### config.mk
export PLATFORM = sky130hd
export DESIGN_NAME = msp_port
export DESIGN_NICKNAME = d
export VERILOG_FILES = /design/src/msp_fifo.v /design/src/msp_port.v
export VERILOG_INCLUDE_DIRS = /design/src /design/src/common
export SDC_FILE = /design/constraint.sdc
export NUM_CORES = 1
export LEC_CHECK = 0
export CORE_MARGIN = 2
export CORE_UTILIZATION = 38
export DETAILED_ROUTE_END_ITERATION = 8
export DONT_BUFFER_PORTS = 1
export PLACE_DENSITY = 0.63
export SETUP_SLACK_MARGIN = 0.15
export SLEW_MARGIN = 40
export SYNTH_ARGS = -nofsm -noshare
export SYNTH_HDL_FRONTEND = slang
export SYNTH_SLANG_ARGS = --single-unit
### constraint.sdc
create_clock -name i_mclk -period 6.7 [get_ports i_mclk]
set_clock_uncertainty 0.1 [all_clocks]
set_input_delay 1.34 -clock i_mclk [delete_from_list [all_inputs] [get_ports i_mclk]]
set_output_delay 1.34 -clock i_mclk [all_outputs]
set_load 0.1 [all_outputs]
### src/common/msp_regs.vh
`ifndef MSP_REGS_VH
`define MSP_REGS_VH
// Bit-rate select codes
`define MSP_SPD_2400 3'h0
`define MSP_SPD_4800 3'h1
`define MSP_SPD_9600 3'h2
`define MSP_SPD_19200 3'h3
`define MSP_SPD_38400 3'h4
`define MSP_SPD_57600 3'h5
`define MSP_SPD_115200 3'h6
// Bit rates in bit/s
`define MSP_RATE_2400 2400
`define MSP_RATE_4800 4800
`define MSP_RATE_9600 9600
`define MSP_RATE_19200 19200
`define MSP_RATE_38400 38400
`define MSP_RATE_57600 57600
`define MSP_RATE_115200 115200
// Clock rate in Hz
`define MSP_CLK_HZ 40000000
// Character framing: start + 8 data + stop
`define MSP_DATA_BITS 4'h8
`define MSP_FRAME_BITS 4'ha
// Line control codes
`define MSP_CODE_ENQ 8'h05
`define MSP_CODE_EOT 8'h04
`define MSP_CODE_ACK 8'h06
`define MSP_CODE_NAK 8'h15
// Station byte marker and limits
`define MSP_STN_MARK 8'h80
`define MSP_STN_MAX 5'h1f
`endif

### src/msp_fifo.v
`timescale 1ns/100ps
module msp_fifo #(
  parameter WIDTH = 8,
  parameter DEPTH = 8,
  parameter AW = 3
) (
  // Clock and reset
  input wire i_mclk,
  input wire i_rst,
  // Fill side
  input wire i_valid,
  input wire [WIDTH-1:0] i_data,
  output wire o_ready,
  // Drain side
  output wire o_valid,
  output wire [WIDTH-1:0] o_data,
  input wire i_ready
);
  reg [WIDTH-1:0] mem [0:DEPTH-1];
  reg [AW-1:0] wp_q;
  reg [AW-1:0] rp_q;
  reg [AW:0] cnt_q;
  wire wr = i_valid && o_ready;
  wire rd = o_valid && i_ready;
  assign o_ready = (cnt_q != DEPTH[AW:0]);
  assign o_valid = (cnt_q != {(AW+1){1'b0}});
  assign o_data = mem[rp_q];
  // Storage, pointers and fill count
  always @(posedge i_mclk) begin
    if (wr) begin
      mem[wp_q] <= i_data;
    end
    if (i_rst) begin
      wp_q <= {AW{1'b0}};
      rp_q <= {AW{1'b0}};
      cnt_q <= {(AW+1){1'b0}};
    end else begin
      if (wr) begin
        wp_q <= (wp_q == DEPTH[AW-1:0] - 1'b1) ? {AW{1'b0}} : wp_q + 1'b1;
      end
      if (rd) begin
        rp_q <= (rp_q == DEPTH[AW-1:0] - 1'b1) ? {AW{1'b0}} : rp_q + 1'b1;
      end
      if (wr && !rd) begin
        cnt_q <= cnt_q + 1'b1;
      end else if (rd && !wr) begin
        cnt_q <= cnt_q - 1'b1;
      end
    end
  end
endmodule

### src/msp_port.v
`timescale 1ns/100ps
`include "msp_regs.vh"
module msp_port #(
  parameter CLK_HZ = `MSP_CLK_HZ,
  parameter DEPTH = 8
) (
  // Clock and reset
  input wire i_mclk,
  input wire i_rst,
  // Configuration straps
  input wire [2:0] i_rs232_speed_select,
  input wire [2:0] i_rs485_speed_select,
  input wire [4:0] i_station_number,
  // RS232 pins
  input wire i_rs232_rxd,
  output reg o_rs232_txd,
  // RS485 pins: shared line, enable low while driving
  input wire i_rs485_rxd,
  output reg o_rs485_txd,
  output reg o_rs485_oe_n,
  // Transmit request from the drive
  input wire i_tx_valid,
  input wire [7:0] i_tx_data,
  input wire i_tx_sel485,
  output reg o_tx_ready,
  // Received characters
  output reg o_rx_valid,
  output reg [7:0] o_rx_data,
  output reg o_rx_from485,
  input wire i_rx_ready,
  // Line code decode of last received character
  output reg o_rx_is_ctrl,
  output reg o_rx_station,
  output reg o_rx_for_me
);
  localparam ST_IDLE = 2'h0;
  localparam ST_SHIFT = 2'h1;
  // Bit periods in clock cycles for each rate
  localparam [31:0] DIV_2400 = CLK_HZ / `MSP_RATE_2400;
  localparam [31:0] DIV_4800 = CLK_HZ / `MSP_RATE_4800;
  localparam [31:0] DIV_9600 = CLK_HZ / `MSP_RATE_9600;
  localparam [31:0] DIV_19200 = CLK_HZ / `MSP_RATE_19200;
  localparam [31:0] DIV_38400 = CLK_HZ / `MSP_RATE_38400;
  localparam [31:0] DIV_57600 = CLK_HZ / `MSP_RATE_57600;
  localparam [31:0] DIV_115200 = CLK_HZ / `MSP_RATE_115200;

  // Cycles per bit for a speed code
  function [15:0] bit_cycles;
    input [2:0] code;
    begin
      case (code)
        `MSP_SPD_2400: bit_cycles = DIV_2400[15:0];
        `MSP_SPD_4800: bit_cycles = DIV_4800[15:0];
        `MSP_SPD_9600: bit_cycles = DIV_9600[15:0];
        `MSP_SPD_19200: bit_cycles = DIV_19200[15:0];
        `MSP_SPD_38400: bit_cycles = DIV_38400[15:0];
        `MSP_SPD_57600: bit_cycles = DIV_57600[15:0];
        default: bit_cycles = DIV_115200[15:0];
      endcase
    end
  endfunction

  // Power-on latch of speeds and station number
  reg cfg_done_q;
  reg [15:0] div232_q;
  reg [15:0] div485_q;
  reg [4:0] stn_q;
  always @(posedge i_mclk) begin
    if (i_rst) begin
      cfg_done_q <= 1'b0;
      div232_q <= 16'h0000;
      div485_q <= 16'h0000;
      stn_q <= 5'h00;
    end else if (!cfg_done_q) begin
      cfg_done_q <= 1'b1;
      div232_q <= bit_cycles(i_rs232_speed_select);
      div485_q <= bit_cycles(i_rs485_speed_select);
      stn_q <= i_station_number;
    end
  end

  // Pin synchronisers
  reg [1:0] s232_q;
  reg [1:0] s485_q;
  always @(posedge i_mclk) begin
    if (i_rst) begin
      s232_q <= 2'h3;
      s485_q <= 2'h3;
    end else begin
      s232_q <= {s232_q[0], i_rs232_rxd};
      s485_q <= {s485_q[0], i_rs485_rxd};
    end
  end
  wire rx232 = s232_q[1];
  wire rx485 = s485_q[1];

  // Transmit FIFO; tx selects port per word in bit 8
  wire fifo_valid;
  wire [8:0] fifo_data;
  reg tx_pop;
  reg [4:0] occ_q;
  wire tx_push = i_tx_valid && o_tx_ready;
  wire [4:0] occ_d = occ_q + {4'h0, tx_push} - {4'h0, tx_pop};
  msp_fifo #(.WIDTH(9), .DEPTH(DEPTH), .AW(3)) u_txf (
    .i_mclk(i_mclk),
    .i_rst(i_rst),
    .i_valid(tx_push),
    .i_data({i_tx_sel485, i_tx_data}),
    .o_ready(),
    .o_valid(fifo_valid),
    .o_data(fifo_data),
    .i_ready(tx_pop)
  );
  // Ready follows the next fill level, so an admitted push is never lost
  always @(posedge i_mclk) begin
    if (i_rst) begin
      occ_q <= 5'h00;
      o_tx_ready <= 1'b0;
    end else begin
      occ_q <= occ_d;
      o_tx_ready <= cfg_done_q && (occ_d != DEPTH[4:0]);
    end
  end

  // Receiver results; RS232 runs independently, RS485 only starts while the transmitter is not sending on RS485
  wire [1:0] rdone;
  wire [17:0] rsh_all;
  wire [1:0] rline = {rx485, rx232};
  wire [31:0] rdiv = {div485_q, div232_q};
  // Transmitter state
  reg [1:0] tst_q;
  reg [15:0] tcnt_q;
  reg [3:0] tbit_q;
  reg [9:0] tsh_q;
  reg tport_q;
  wire rs485_rx_en = (tst_q == ST_IDLE) || !tport_q;

  genvar g;
  generate
    for (g = 0; g < 2; g = g + 1) begin : g_rx
      reg [1:0] st_q;
      reg [15:0] cnt_q;
      reg [3:0] bit_q;
      reg [8:0] sh_q;
      reg done_q;
      // Per-port results gathered into shared buses
      assign rdone[g] = done_q;
      assign rsh_all[g*9 +: 9] = sh_q;
      // Sample mid-bit, shift LSB first, check stop bit
      always @(posedge i_mclk) begin
        done_q <= 1'b0;
        if (i_rst || !cfg_done_q) begin
          st_q <= ST_IDLE;
          cnt_q <= 16'h0000;
          bit_q <= 4'h0;
          sh_q <= 9'h000;
        end else begin
          case (st_q)
            ST_IDLE: begin
              if (!rline[g] && (g == 0 || rs485_rx_en)) begin
                st_q <= ST_SHIFT;
                cnt_q <= {1'b0, rdiv[g*16+1 +: 15]};
                bit_q <= 4'h0;
              end
            end
            ST_SHIFT: begin
              if (cnt_q != 16'h0000) begin
                cnt_q <= cnt_q - 1'b1;
              end else begin
                cnt_q <= rdiv[g*16 +: 16] - 1'b1;
                bit_q <= bit_q + 1'b1;
                if (bit_q == 4'h0 && rline[g]) begin
                  st_q <= ST_IDLE; // False start
                end else if (bit_q != 4'h0) begin
                  sh_q <= {rline[g], sh_q[8:1]};
                end
                if (bit_q == `MSP_FRAME_BITS - 1'b1) begin
                  st_q <= ST_IDLE;
                  done_q <= rline[g];
                end
              end
            end
            default: st_q <= ST_IDLE;
          endcase
        end
      end
    end
  endgenerate

  // Finished byte, RS232 first, and the RS485 byte for station decode
  wire [7:0] rx_byte = rdone[0] ? rsh_all[7:0] : rsh_all[16:9];
  wire [7:0] b485 = rsh_all[16:9];
  // Output holding register with handshake and code decode
  always @(posedge i_mclk) begin
    if (i_rst) begin
      o_rx_valid <= 1'b0;
      o_rx_data <= 8'h00;
      o_rx_from485 <= 1'b0;
      o_rx_is_ctrl <= 1'b0;
      o_rx_station <= 1'b0;
      o_rx_for_me <= 1'b0;
    end else if (rdone != 2'h0 && (!o_rx_valid || i_rx_ready)) begin
      o_rx_valid <= 1'b1;
      o_rx_from485 <= !rdone[0];
      o_rx_data <= rx_byte;
      o_rx_is_ctrl <= rx_byte == `MSP_CODE_ENQ || rx_byte == `MSP_CODE_EOT ||
                      rx_byte == `MSP_CODE_ACK || rx_byte == `MSP_CODE_NAK;
      o_rx_station <= rdone[0] ? 1'b0 : b485[7];
      o_rx_for_me <= !rdone[0] && b485[7] && b485[4:0] == stn_q;
    end else if (i_rx_ready) begin
      o_rx_valid <= 1'b0;
    end
  end

  // Transmitter; RS485 driver enabled only during its character
  always @(posedge i_mclk) begin
    tx_pop <= 1'b0;
    if (i_rst || !cfg_done_q) begin
      tst_q <= ST_IDLE;
      tcnt_q <= 16'h0000;
      tbit_q <= 4'h0;
      tsh_q <= 10'h3ff;
      tport_q <= 1'b0;
      o_rs232_txd <= 1'b1;
      o_rs485_txd <= 1'b1;
      o_rs485_oe_n <= 1'b1;
    end else begin
      case (tst_q)
        ST_IDLE: begin
          o_rs485_oe_n <= 1'b1;
          if (fifo_valid && !tx_pop) begin
            tx_pop <= 1'b1;
            tst_q <= ST_SHIFT;
            tport_q <= fifo_data[8];
            tsh_q <= {1'b1, fifo_data[7:0], 1'b0};
            tbit_q <= 4'h0;
            tcnt_q <= (fifo_data[8] ? div485_q : div232_q) - 1'b1;
          end
        end
        ST_SHIFT: begin
          if (tport_q) begin
            o_rs485_oe_n <= 1'b0;
            o_rs485_txd <= tsh_q[0];
          end else begin
            o_rs232_txd <= tsh_q[0];
          end
          if (tcnt_q != 16'h0000) begin
            tcnt_q <= tcnt_q - 1'b1;
          end else begin
            tcnt_q <= (tport_q ? div485_q : div232_q) - 1'b1;
            tsh_q <= {1'b1, tsh_q[9:1]};
            tbit_q <= tbit_q + 1'b1;
            if (tbit_q == `MSP_FRAME_BITS - 1'b1) begin
              tst_q <= ST_IDLE;
              o_rs232_txd <= 1'b1;
              o_rs485_txd <= 1'b1;
            end
          end
        end
        default: tst_q <= ST_IDLE;
      endcase
    end
  end
endmodule

-- After elaboration in Yosys (flattened, before gate mapping)
Memory sizes are Yosys's and may differ from the RTL's. A register that Yosys moved wholly into a read port is not among the register bits.
Index checks and enable logic that the tools add are counted.
- add/subtract/negate cells: 16
- bitwise operators: 9
- muxes and demuxes: 61
- equal/unequal tests: 35
- reduce and logical (&&, ||, !) cells: 62
- operator list (operator ; count):
    15-bit case mux with 6 select lines ; 2
    16-bit 2-to-1 mux ; 8
    16-bit by 1-bit subtractor with 16-bit output (second input constant) ; 7
    16-bit case mux with 2 select lines ; 3
    16-bit nonzero test ; 3
    4-bit 2-to-1 mux ; 8
    8-bit by 3-bit == test with 1-bit output (second input constant) ; 3
    4-bit case mux with 2 select lines ; 3
    2-bit 2-to-1 mux ; 11
    10-bit 2-to-1 mux ; 2
    10-bit case mux with 2 select lines ; 1
    3-bit == test (second input constant) ; 6
    3-bit AND reduction ; 6
    4-bit by 1-bit adder with 4-bit output (second input constant) ; 4
    1-bit 2-to-1 mux ; 14
    2-bit != test (second input constant) ; 7
    1-bit logical AND ; 13
    3-bit by 2-bit == test with 1-bit output (second input constant) ; 4
    4-bit == test (second input constant) ; 3
    3-bit 2-to-1 mux ; 4
    2-bit case mux with 2 select lines ; 3
    2-bit nonzero test ; 6
    4-bit nonzero test ; 3
    2-bit AND reduction ; 5
    other kinds (23) ; 54
- logic and storage cells: 220
- input bits: 26
- bits in writable memories: 72
- memories: 1
- register bits after elaboration: 172
- memory list (memory ; words ; width ; read ports ; clocked after Yosys merged registers in ; wr ports ; RTL line ; source):
    u_txf.mem ; 8 ; 9 ; 1 ; 1 ; 1 ; msp_fifo.v:19 ; reg [WIDTH-1:0] mem [0:DEPTH-1];

-- Depth between registers and ports, before layout
Gate-level depths: netlist of run 1.
- word-level depth: 6
- gate-level depth with buffers: 15
- mapped depth without buffers: 12

-- Hierarchy
From an unflattened synthesis of run 1, not the netlist that was laid out.
- cell total of the unflattened synthesis: 1277
- area, all modules: 12194.2 um2
- modules (own cells, without submodules) (module ; instances ; cells an instance ; sequential area each (um2) ; area each (um2)):
    msp_port ; 1 ; 1098 ; 3123.0 ; 8763.4
    msp_fifo ; 1 ; 179 ; 2422.3 ; 3430.8

-- Least setup slack after synthesis of run 1
No wires, ideal clock.
- path kind: input to register
- start point: in i_tx_valid
- end point: reg u_txf.cnt_q[3]
- path slack: 3242 ps
- data arrival time: 3287 ps
- cell stages on the path: 10
- setup time: 71 ps
- cell sequence: nand2_1 > a21oi_1 > ha_1 > inv_1 > ha_1 > a21o_1 > a21oi_1 > xnor2_1 > or3_1 > a21oi_1
- word-level cells in the longest chain between the ends: 5
- ends and longest elaborated chain (what ; RTL line ; source):
    start, declared ; msp_port.v:22 ; input wire i_tx_valid,
    1-bit logical AND (*) ; msp_port.v:102 ; wire tx_push = i_tx_valid && o_tx_ready;
    1-bit logical AND (*) ; msp_fifo.v:23 ; wire wr = i_valid && o_ready;
    net u_txf.wr ; msp_fifo.v:23 ;
    1-bit logical NOT ; msp_fifo.v:46 ; end else if (rd && !wr) begin
    1-bit logical AND ; msp_fifo.v:46 ;
    2-bit nonzero test (no line) ; n/a ;
    end signal, assigned ; msp_fifo.v:36 ; cnt_q <= {(AW+1){1'b0}};
    end signal, assigned ; msp_fifo.v:45 ; cnt_q <= cnt_q + 1'b1;
    end signal, assigned ; msp_fifo.v:47 ; cnt_q <= cnt_q - 1'b1;
    end, declared ; msp_fifo.v:22 ; reg [AW:0] cnt_q;
Mark *: on every way through the listed nets, which the timed path passes. The rest lies on a longest branch.
A chain may end at the register's enable or synchronous reset.

-- Worst setup path after layout of run 1
- start point: reg g_rx[1].cnt_q[6]
- end point: reg g_rx[1].cnt_q[12]
- word-level cells in the longest chain between the ends: 3
- ends and longest elaborated chain (what ; RTL line ; source):
    start, declared ; msp_port.v:142 ; reg [15:0] cnt_q;
    start signal, assigned ; msp_port.v:162 ; cnt_q <= {1'b0, rdiv[g*16+1 +: 15]};
    start signal, assigned ; msp_port.v:168 ; cnt_q <= cnt_q - 1'b1;
    start signal, assigned ; msp_port.v:170 ; cnt_q <= rdiv[g*16 +: 16] - 1'b1;
    16-bit by 1-bit subtractor with 16-bit output or 16-bit nonzero test (tied branches) ; msp_port.v:168, msp_port.v:167 ;
    16-bit 2-to-1 mux (*) ; msp_port.v:167 ; if (cnt_q != 16'h0000) begin
    16-bit case mux with 2 select lines (*) ; msp_port.v:158 ; case (st_q)
Mark *: on every way between the ends. The rest lies on a longest branch, timed or not.

==> results of run 1 <==
-- registers in the layout (all words and copies together) (netlist names), 2 cells and up, named ones only --
register and flops:
tcnt_q 16, g_rx.sh_q 18, g_rx.done_q 2, u_txf.rp_q 3
u_txf.wp_q 3, occ_q 5, o_rx_data 8, div232_q 15
div485_q 15, stn_q 5, u_txf.mem 72, u_txf.cnt_q 4
tsh_q 9, s485_q 2, tbit_q 4, s232_q 2
g_rx.bit_q 8, g_rx.st_q 2, g_rx.cnt_q 32
-- metrics by stage --
stage          area, um^2  setup slack, ns
2_1_floorplan       11840            3.242
3_3_place_gp        12100            2.902
3_5_place_dp        12150            2.773
4_1_cts             13090            2.754
5_1_grt             13100            2.707
6_report            13100            3.029
-- final timing paths --
| check | start | endpoint | slack [ns] | cells after the start |
|---|---|---|---|---|
| max | g_rx[1].cnt_q[6]$_SDFFE_PP0P_ | g_rx[1].cnt_q[12]$_SDFFE_PP0P_ | 3.03 | 12 |
| min | s485_q[0]$_SDFF_PP1_ | s485_q[1]$_SDFF_PP1_ | 0.31 | 1 |
| max reg2reg | g_rx[1].cnt_q[6]$_SDFFE_PP0P_ | g_rx[1].cnt_q[12]$_SDFFE_PP0P_ | 3.03 | 12 |
| min reg2reg | s485_q[0]$_SDFF_PP1_ | s485_q[1]$_SDFF_PP1_ | 0.31 | 1 |
-- cell families after synthesis --
family | after synthesis | synth area share [%]
AO/OA/AOI/OAI | 273 | 14.17
adder cells (fa/ha/maj) | 25 | 2.770
XOR/XNOR | 50 | 3.700
multiplexers | 116 | 12.02
buffers and inverters | 109 | 3.690
flip-flops | 241 | 46.85
AND/OR/NAND/NOR | 410 | 16.80
-- layout make-up --
cell class                      instances  share of cell area [%]
Clock buffer                           31                   5.350
Timing Repair Buffer                   13                  0.7739
Clock inverter                         19                   1.777
Antenna cell                            1                 0.01911
Inverter                               25                  0.7165
Sequential cell                       241                   42.53
Multi-Input combinational cell        874                   45.05
Tap cell                              396                   3.783
-- layer usage --
metal  track usage [%]  share of wire [%]  wire length [um]
met5                 0                  0                 0
met4             5.581                3.2               863
met3             3.092                4.4              1181
met2             27.69                 47             12700
met1             21.79                 45             12300
-- where the power goes --
group | leakage (nW) | internal (mW) | switching, mW
Combinational | 2.28 | 0.433 | 0.711
Sequential | 2.03 | 1.61 | 0.116
Clock | 0.441 | 0.943 | 0.606
Total | 4.75 | 2.98 | 1.43
-- synthesized netlist by cell type, drive strengths merged, types with 3 or more instances --
library cell and n:
ha 23, and3 5, nand2 54, a31oi 10, xnor2 23, mux2i 72
a221oi 3, nor2 172, nor3b 4, a211oi 53, nor2b 33, a21o 4
dfxtp 169, inv 25, nand2b 12, o211ai 3, nor3 36, and2 7
a22oi 6, mux4 17, xor2 27, clkbuf 67, nor4 19, nand3b 3
o31ai 4, mux2 27, buf 17, nand3 21, o21ai 48, a21oi 117
nand4 15, o311ai 3, edfxtp 72, a311oi 4, or2 10, a41oi 3
or3 10
-- worst max-delay path, stage by stage (launching register included) --
cell	delay [ns]
dfxtp_1	0.35
or3_1	0.51
nor4b_2	0.55
and2_2	0.56
a21oi_1	0.17
ha_1	0.22
inv_1	0.09
a311oi_1	0.06
nand2_1	0.25
or2_1	0.21
o22ai_1	0.09
and3_1	0.19
a311oi_1	0.22
==> flow_summary.ini, run 1 <==
[run_status]
status = completed

[synth]
synth-edff-count = 72
yosysWarnings = 0
yosys-top-cells-area = dfxtp_1, edfxtp_1, mux2i_1
synth-async-reset-ratio_pct = 0
synth-seq-cells = 241
synth_ff_type = dfxtp_1
avgSynthCellArea_um2 = 9.669
syn_area_um2 = 11840
ys_types = 71
yosysTopAreaCellShare_pct = 28.59
syn-instance-count = 1224
yosysTopAreaCell = dfxtp_1
syn_nets = 1275
seq_area_frac_synth_pct = 46.85

[floorplan]
design.die.area_um2 = 32570
die_h_um = 180.5
rows = 64
core_um2 = 30670
fp.dieW_um = 180.5
start_util_pct = 38.59
ios = 43

[global_route]
grt_pass1_vias = 8488
grtUsageTotal_pct = 16.64
antenna_found_initial = 1
grt_pass1_wl_um = 45020
grt_max_degree = 74
grt-ovfl-total = 0

[worst_setup_path]
worstSetupPathType = register to register
critPathLaunchType = register
cp_max_fo = 25
worstPathRequired_ns = 7.05
critPathCaptureType = register
critical_path_arrival_ns = 4.02

[timing]
slew_headroom_pct = 47.61
report.final.slew_viol_count = 0
fmax_mhz = 272.4
rsz0062_at_grt = no
final_hold_viol_count = 0
max_slew.worst_pin.slew_ns = 0.7799
setup_viol = 0
hold_slack_ns = 0.3101
finalCritPeriodShare_pct = 54.79
tns_ns = 0
period_minus_slack_ns = 3.671

[worst_hold_path]
hold_class = register to register

[drt]
drc = 0
vias_per_cell = 5.468
drtPass1Iterations = 5
vias = 8749
drtIter0Drc = 656
ant_nets = 0
wl_um = 27050
wire_per_inst_um = 16.91

[clock_network]
root_buffer = clkbuf_16
cts_buffer_depth = 3
cts-resized-gates = 0
htreeDepth = 1
insertion_delay_ns = 0.54
hold_buffers = 0
post_cts_buffers = 0
cts_tree = done
clock-sinks = 241
numCtsBuffers = 27
clk_pin_slew_ns = 0.07

[placement]
placed_cells = 1549
place.gp.congestion = 0.8933
io_buffer_count = 0
dp_hpwl_um = 17740

[flow_run]
maxCapViolCount = 0

[cells_and_area]
layout.cells.most_common = nor2_1
drive_gt1_share_pct = 12.22
final_util_pct = 42.70
area_growth_pct = 10.66
final_cell_mix = nor2_1, dfxtp_1, a21oi_1
fill_cells = 2932
regArea_um2 = 5570
fin_cells = 1600
nets = 1233
multi_input_area_um2 = 5899

[pwr]
p_per_area_nw_per_um2 = 337.3
ir_worst_vdd_v = 0.0001880
power_leakage_nw = 4.746
total_power_mw = 4.417
Note: power is estimated with default switching activity, not from simulation.
==> inputs of run 2 (changes only) <==
- PLACE_DENSITY: 0.63 -> 0.65
- clock period: 6.7 -> 3.2 ns (I/O delays scaled with it)
==> run 2 against run 1 <==
Against the previous run:
- fmax rose by 25%
- combinational power increased by 130%
- hold slack worse by 0.23 ns
- global-route usage increased by 0.096 points
- sequential share of layout area fell by 1.1 points
- final area grew 2.8%
- utilization is 1.2 points higher
- non-clock buffer count rose by 40
- flip-flop and latch count did not move
- first-iteration DRC count is 19% higher
- largest cell class unchanged
- highest routed layer unchanged
==> flow_summary.ini, run 2 (synthesis gave the netlist of run 1 again) <==
[run_status]
status = completed

[floorplan]
core_um2 = 30670
fp.dieW_um = 180.5
design.die.area_um2 = 32570
ios = 43
die_h_um = 180.5
start_util_pct = 38.59
rows = 64

[cells_and_area]
antenna_cells = 0
area_growth_pct = 13.80
regMostFlops = u_txf.mem
fin_cells = 1640
nets = 1274
multi_input_area_um2 = 5976
final_cell_mix = nor2_1, dfxtp_1, a21oi_1
largest_reg_flops = 72
layout.cells.most_common = nor2_1
largest_registers = u_txf.mem: 72 flops, g_rx.cnt_q: 32 flops, g_rx.sh_q: 18 flops
regArea_um2 = 5587
fill_cells = 2886
drive_gt1_share_pct = 16.16

[clock_network]
hold_buffers = 0
clock-sinks = 241
htreeDepth = 1
root_buffer = clkbuf_16
clk_pin_slew_ns = 0.06
insertion_delay_ns = 0.54
cts_tree = done
numCtsBuffers = 27
cts_buffer_depth = 3

[worst_setup_path]
cp_max_fo = 15
critical_path_arrival_ns = 3.31
critPathCaptureType = register
worstSetupPathType = register to register
worstPathRequired_ns = 3.56
rr_worst_depth = 11
reg2reg_slack_ns = 0.25
regToRegEndpoint = tcnt_q[9]$_SDFFE_PP0P_
critPathLaunchType = register

[placement]
pre_cts_ws_ns = 0.1645
io_buffer_count = 0
place.gp.congestion = 0.8999
dp_hpwl_um = 18450
placed_cells = 1584

[pwr]
ir_worst_vdd_v = 0.0004074
p_per_area_nw_per_um2 = 692.8
power_leakage_nw = 4.986
total_power_mw = 9.331

[timing]
slew_headroom_pct = 51.08
max_slew.worst_pin.slew_ns = 0.7328
fmax_mhz = 339.2
finalCritPeriodShare_pct = 92.14
tns_ns = 0
hold_slack_ns = 0.08016
period_minus_slack_ns = 2.948
final_hold_viol_count = 0
fin_ws_ns = 0.2516
rsz0062_at_grt = yes
report.final.slew_viol_count = 0
setup_viol = 0

[worst_hold_path]
hold_class = input port to register
min_path_cells = 1
min-delay-start = i_rst
holdPathEnd = div485_q[7]$_SDFFE_PP0N_

[drt]
drtIter0Drc = 783
drc = 0
vias_per_cell = 5.502
wl_um = 27850
drtPass1Iterations = 5
wire_per_inst_um = 16.98
vias = 9024
ant_nets = 0

[global_route]
grt-ovfl-total = 0
grt_pass1_vias = 8705
antenna_found_initial = 0
grt_max_degree = 74
grtUsageTotal_pct = 16.74
grt_pass1_wl_um = 45660

[flow_run]
maxCapViolCount = 0
run 2: worst max-delay path by stage:
stage	from	end	slack, ns
5_1_grt	g_rx[1].cnt_q[9]$_SDFFE_PP0P_	g_rx[1].cnt_q[12]$_SDFFE_PP0P_	0.13
3_3_place_gp	g_rx[1].cnt_q[3]$_SDFFE_PP0P_	g_rx[1].cnt_q[12]$_SDFFE_PP0P_	0.25
4_1_cts	g_rx[1].cnt_q[3]$_SDFFE_PP0P_	g_rx[1].cnt_q[12]$_SDFFE_PP0P_	0.16
6_report	register	tcnt_q[9]$_SDFFE_PP0P_	0.25
3_5_place_dp	g_rx[1].cnt_q[3]$_SDFFE_PP0P_	g_rx[1].cnt_q[12]$_SDFFE_PP0P_	0.16
2_1_floorplan	g_rx[1].cnt_q[11]$_SDFFE_PP0P_	g_rx[1].cnt_q[12]$_SDFFE_PP0P_	0.07
run 2: area by class of cell:
type,instances,share of cell area (%)
repair buffers,53,3.075
multi-input cells,875,44.37
clock buffers,36,5.574
clock inverters,14,1.124
well taps,396,3.679
flip-flops and latches,241,41.48
inverters,25,0.6968
run 2: layer usage:
metal  GRT usage (%)  wire (um)  share of wire (%)
met1           22.02      12620                 45
met2           28.23      13000                 47
met3           2.728       1405                5.0
met4           5.161        818                2.9
met5               0          0                  0
run 2: per-stage QoR:
step	cell area (um^2)	util, %
2_1_floorplan	11910	-
6_report	13470	43.91
5_1_grt	13470	43.91
3_5_place_dp	12450	40.59
4_1_cts	13350	43.53
3_3_place_gp	12420	40.50
run 2: repair_timing:
item | in CTS | in global routing
gates resized for setup | 0 | 20
endpoints found under the setup margin | 0 | 13
setup buffers | 0 | 5
run 2: critical path, cell delays in order, from the launching register on:
cell	delay (ns)
dfxtp_2	0.42
mux2i_1	0.34
mux4_2	0.41
buf_6	0.22
mux2i_1	0.22
a21oi_1	0.15
nor4_4	0.27
buf_4	0.18
buf_4	0.12
nand3_1	0.08
xor2_1	0.19
a21oi_1	0.17
run 2: where the power goes:
part,internal (mW),switching (mW)
registers,3.37,0.205
logic,1.07,1.56
clock network,1.89,1.24
total,6.33,3.01
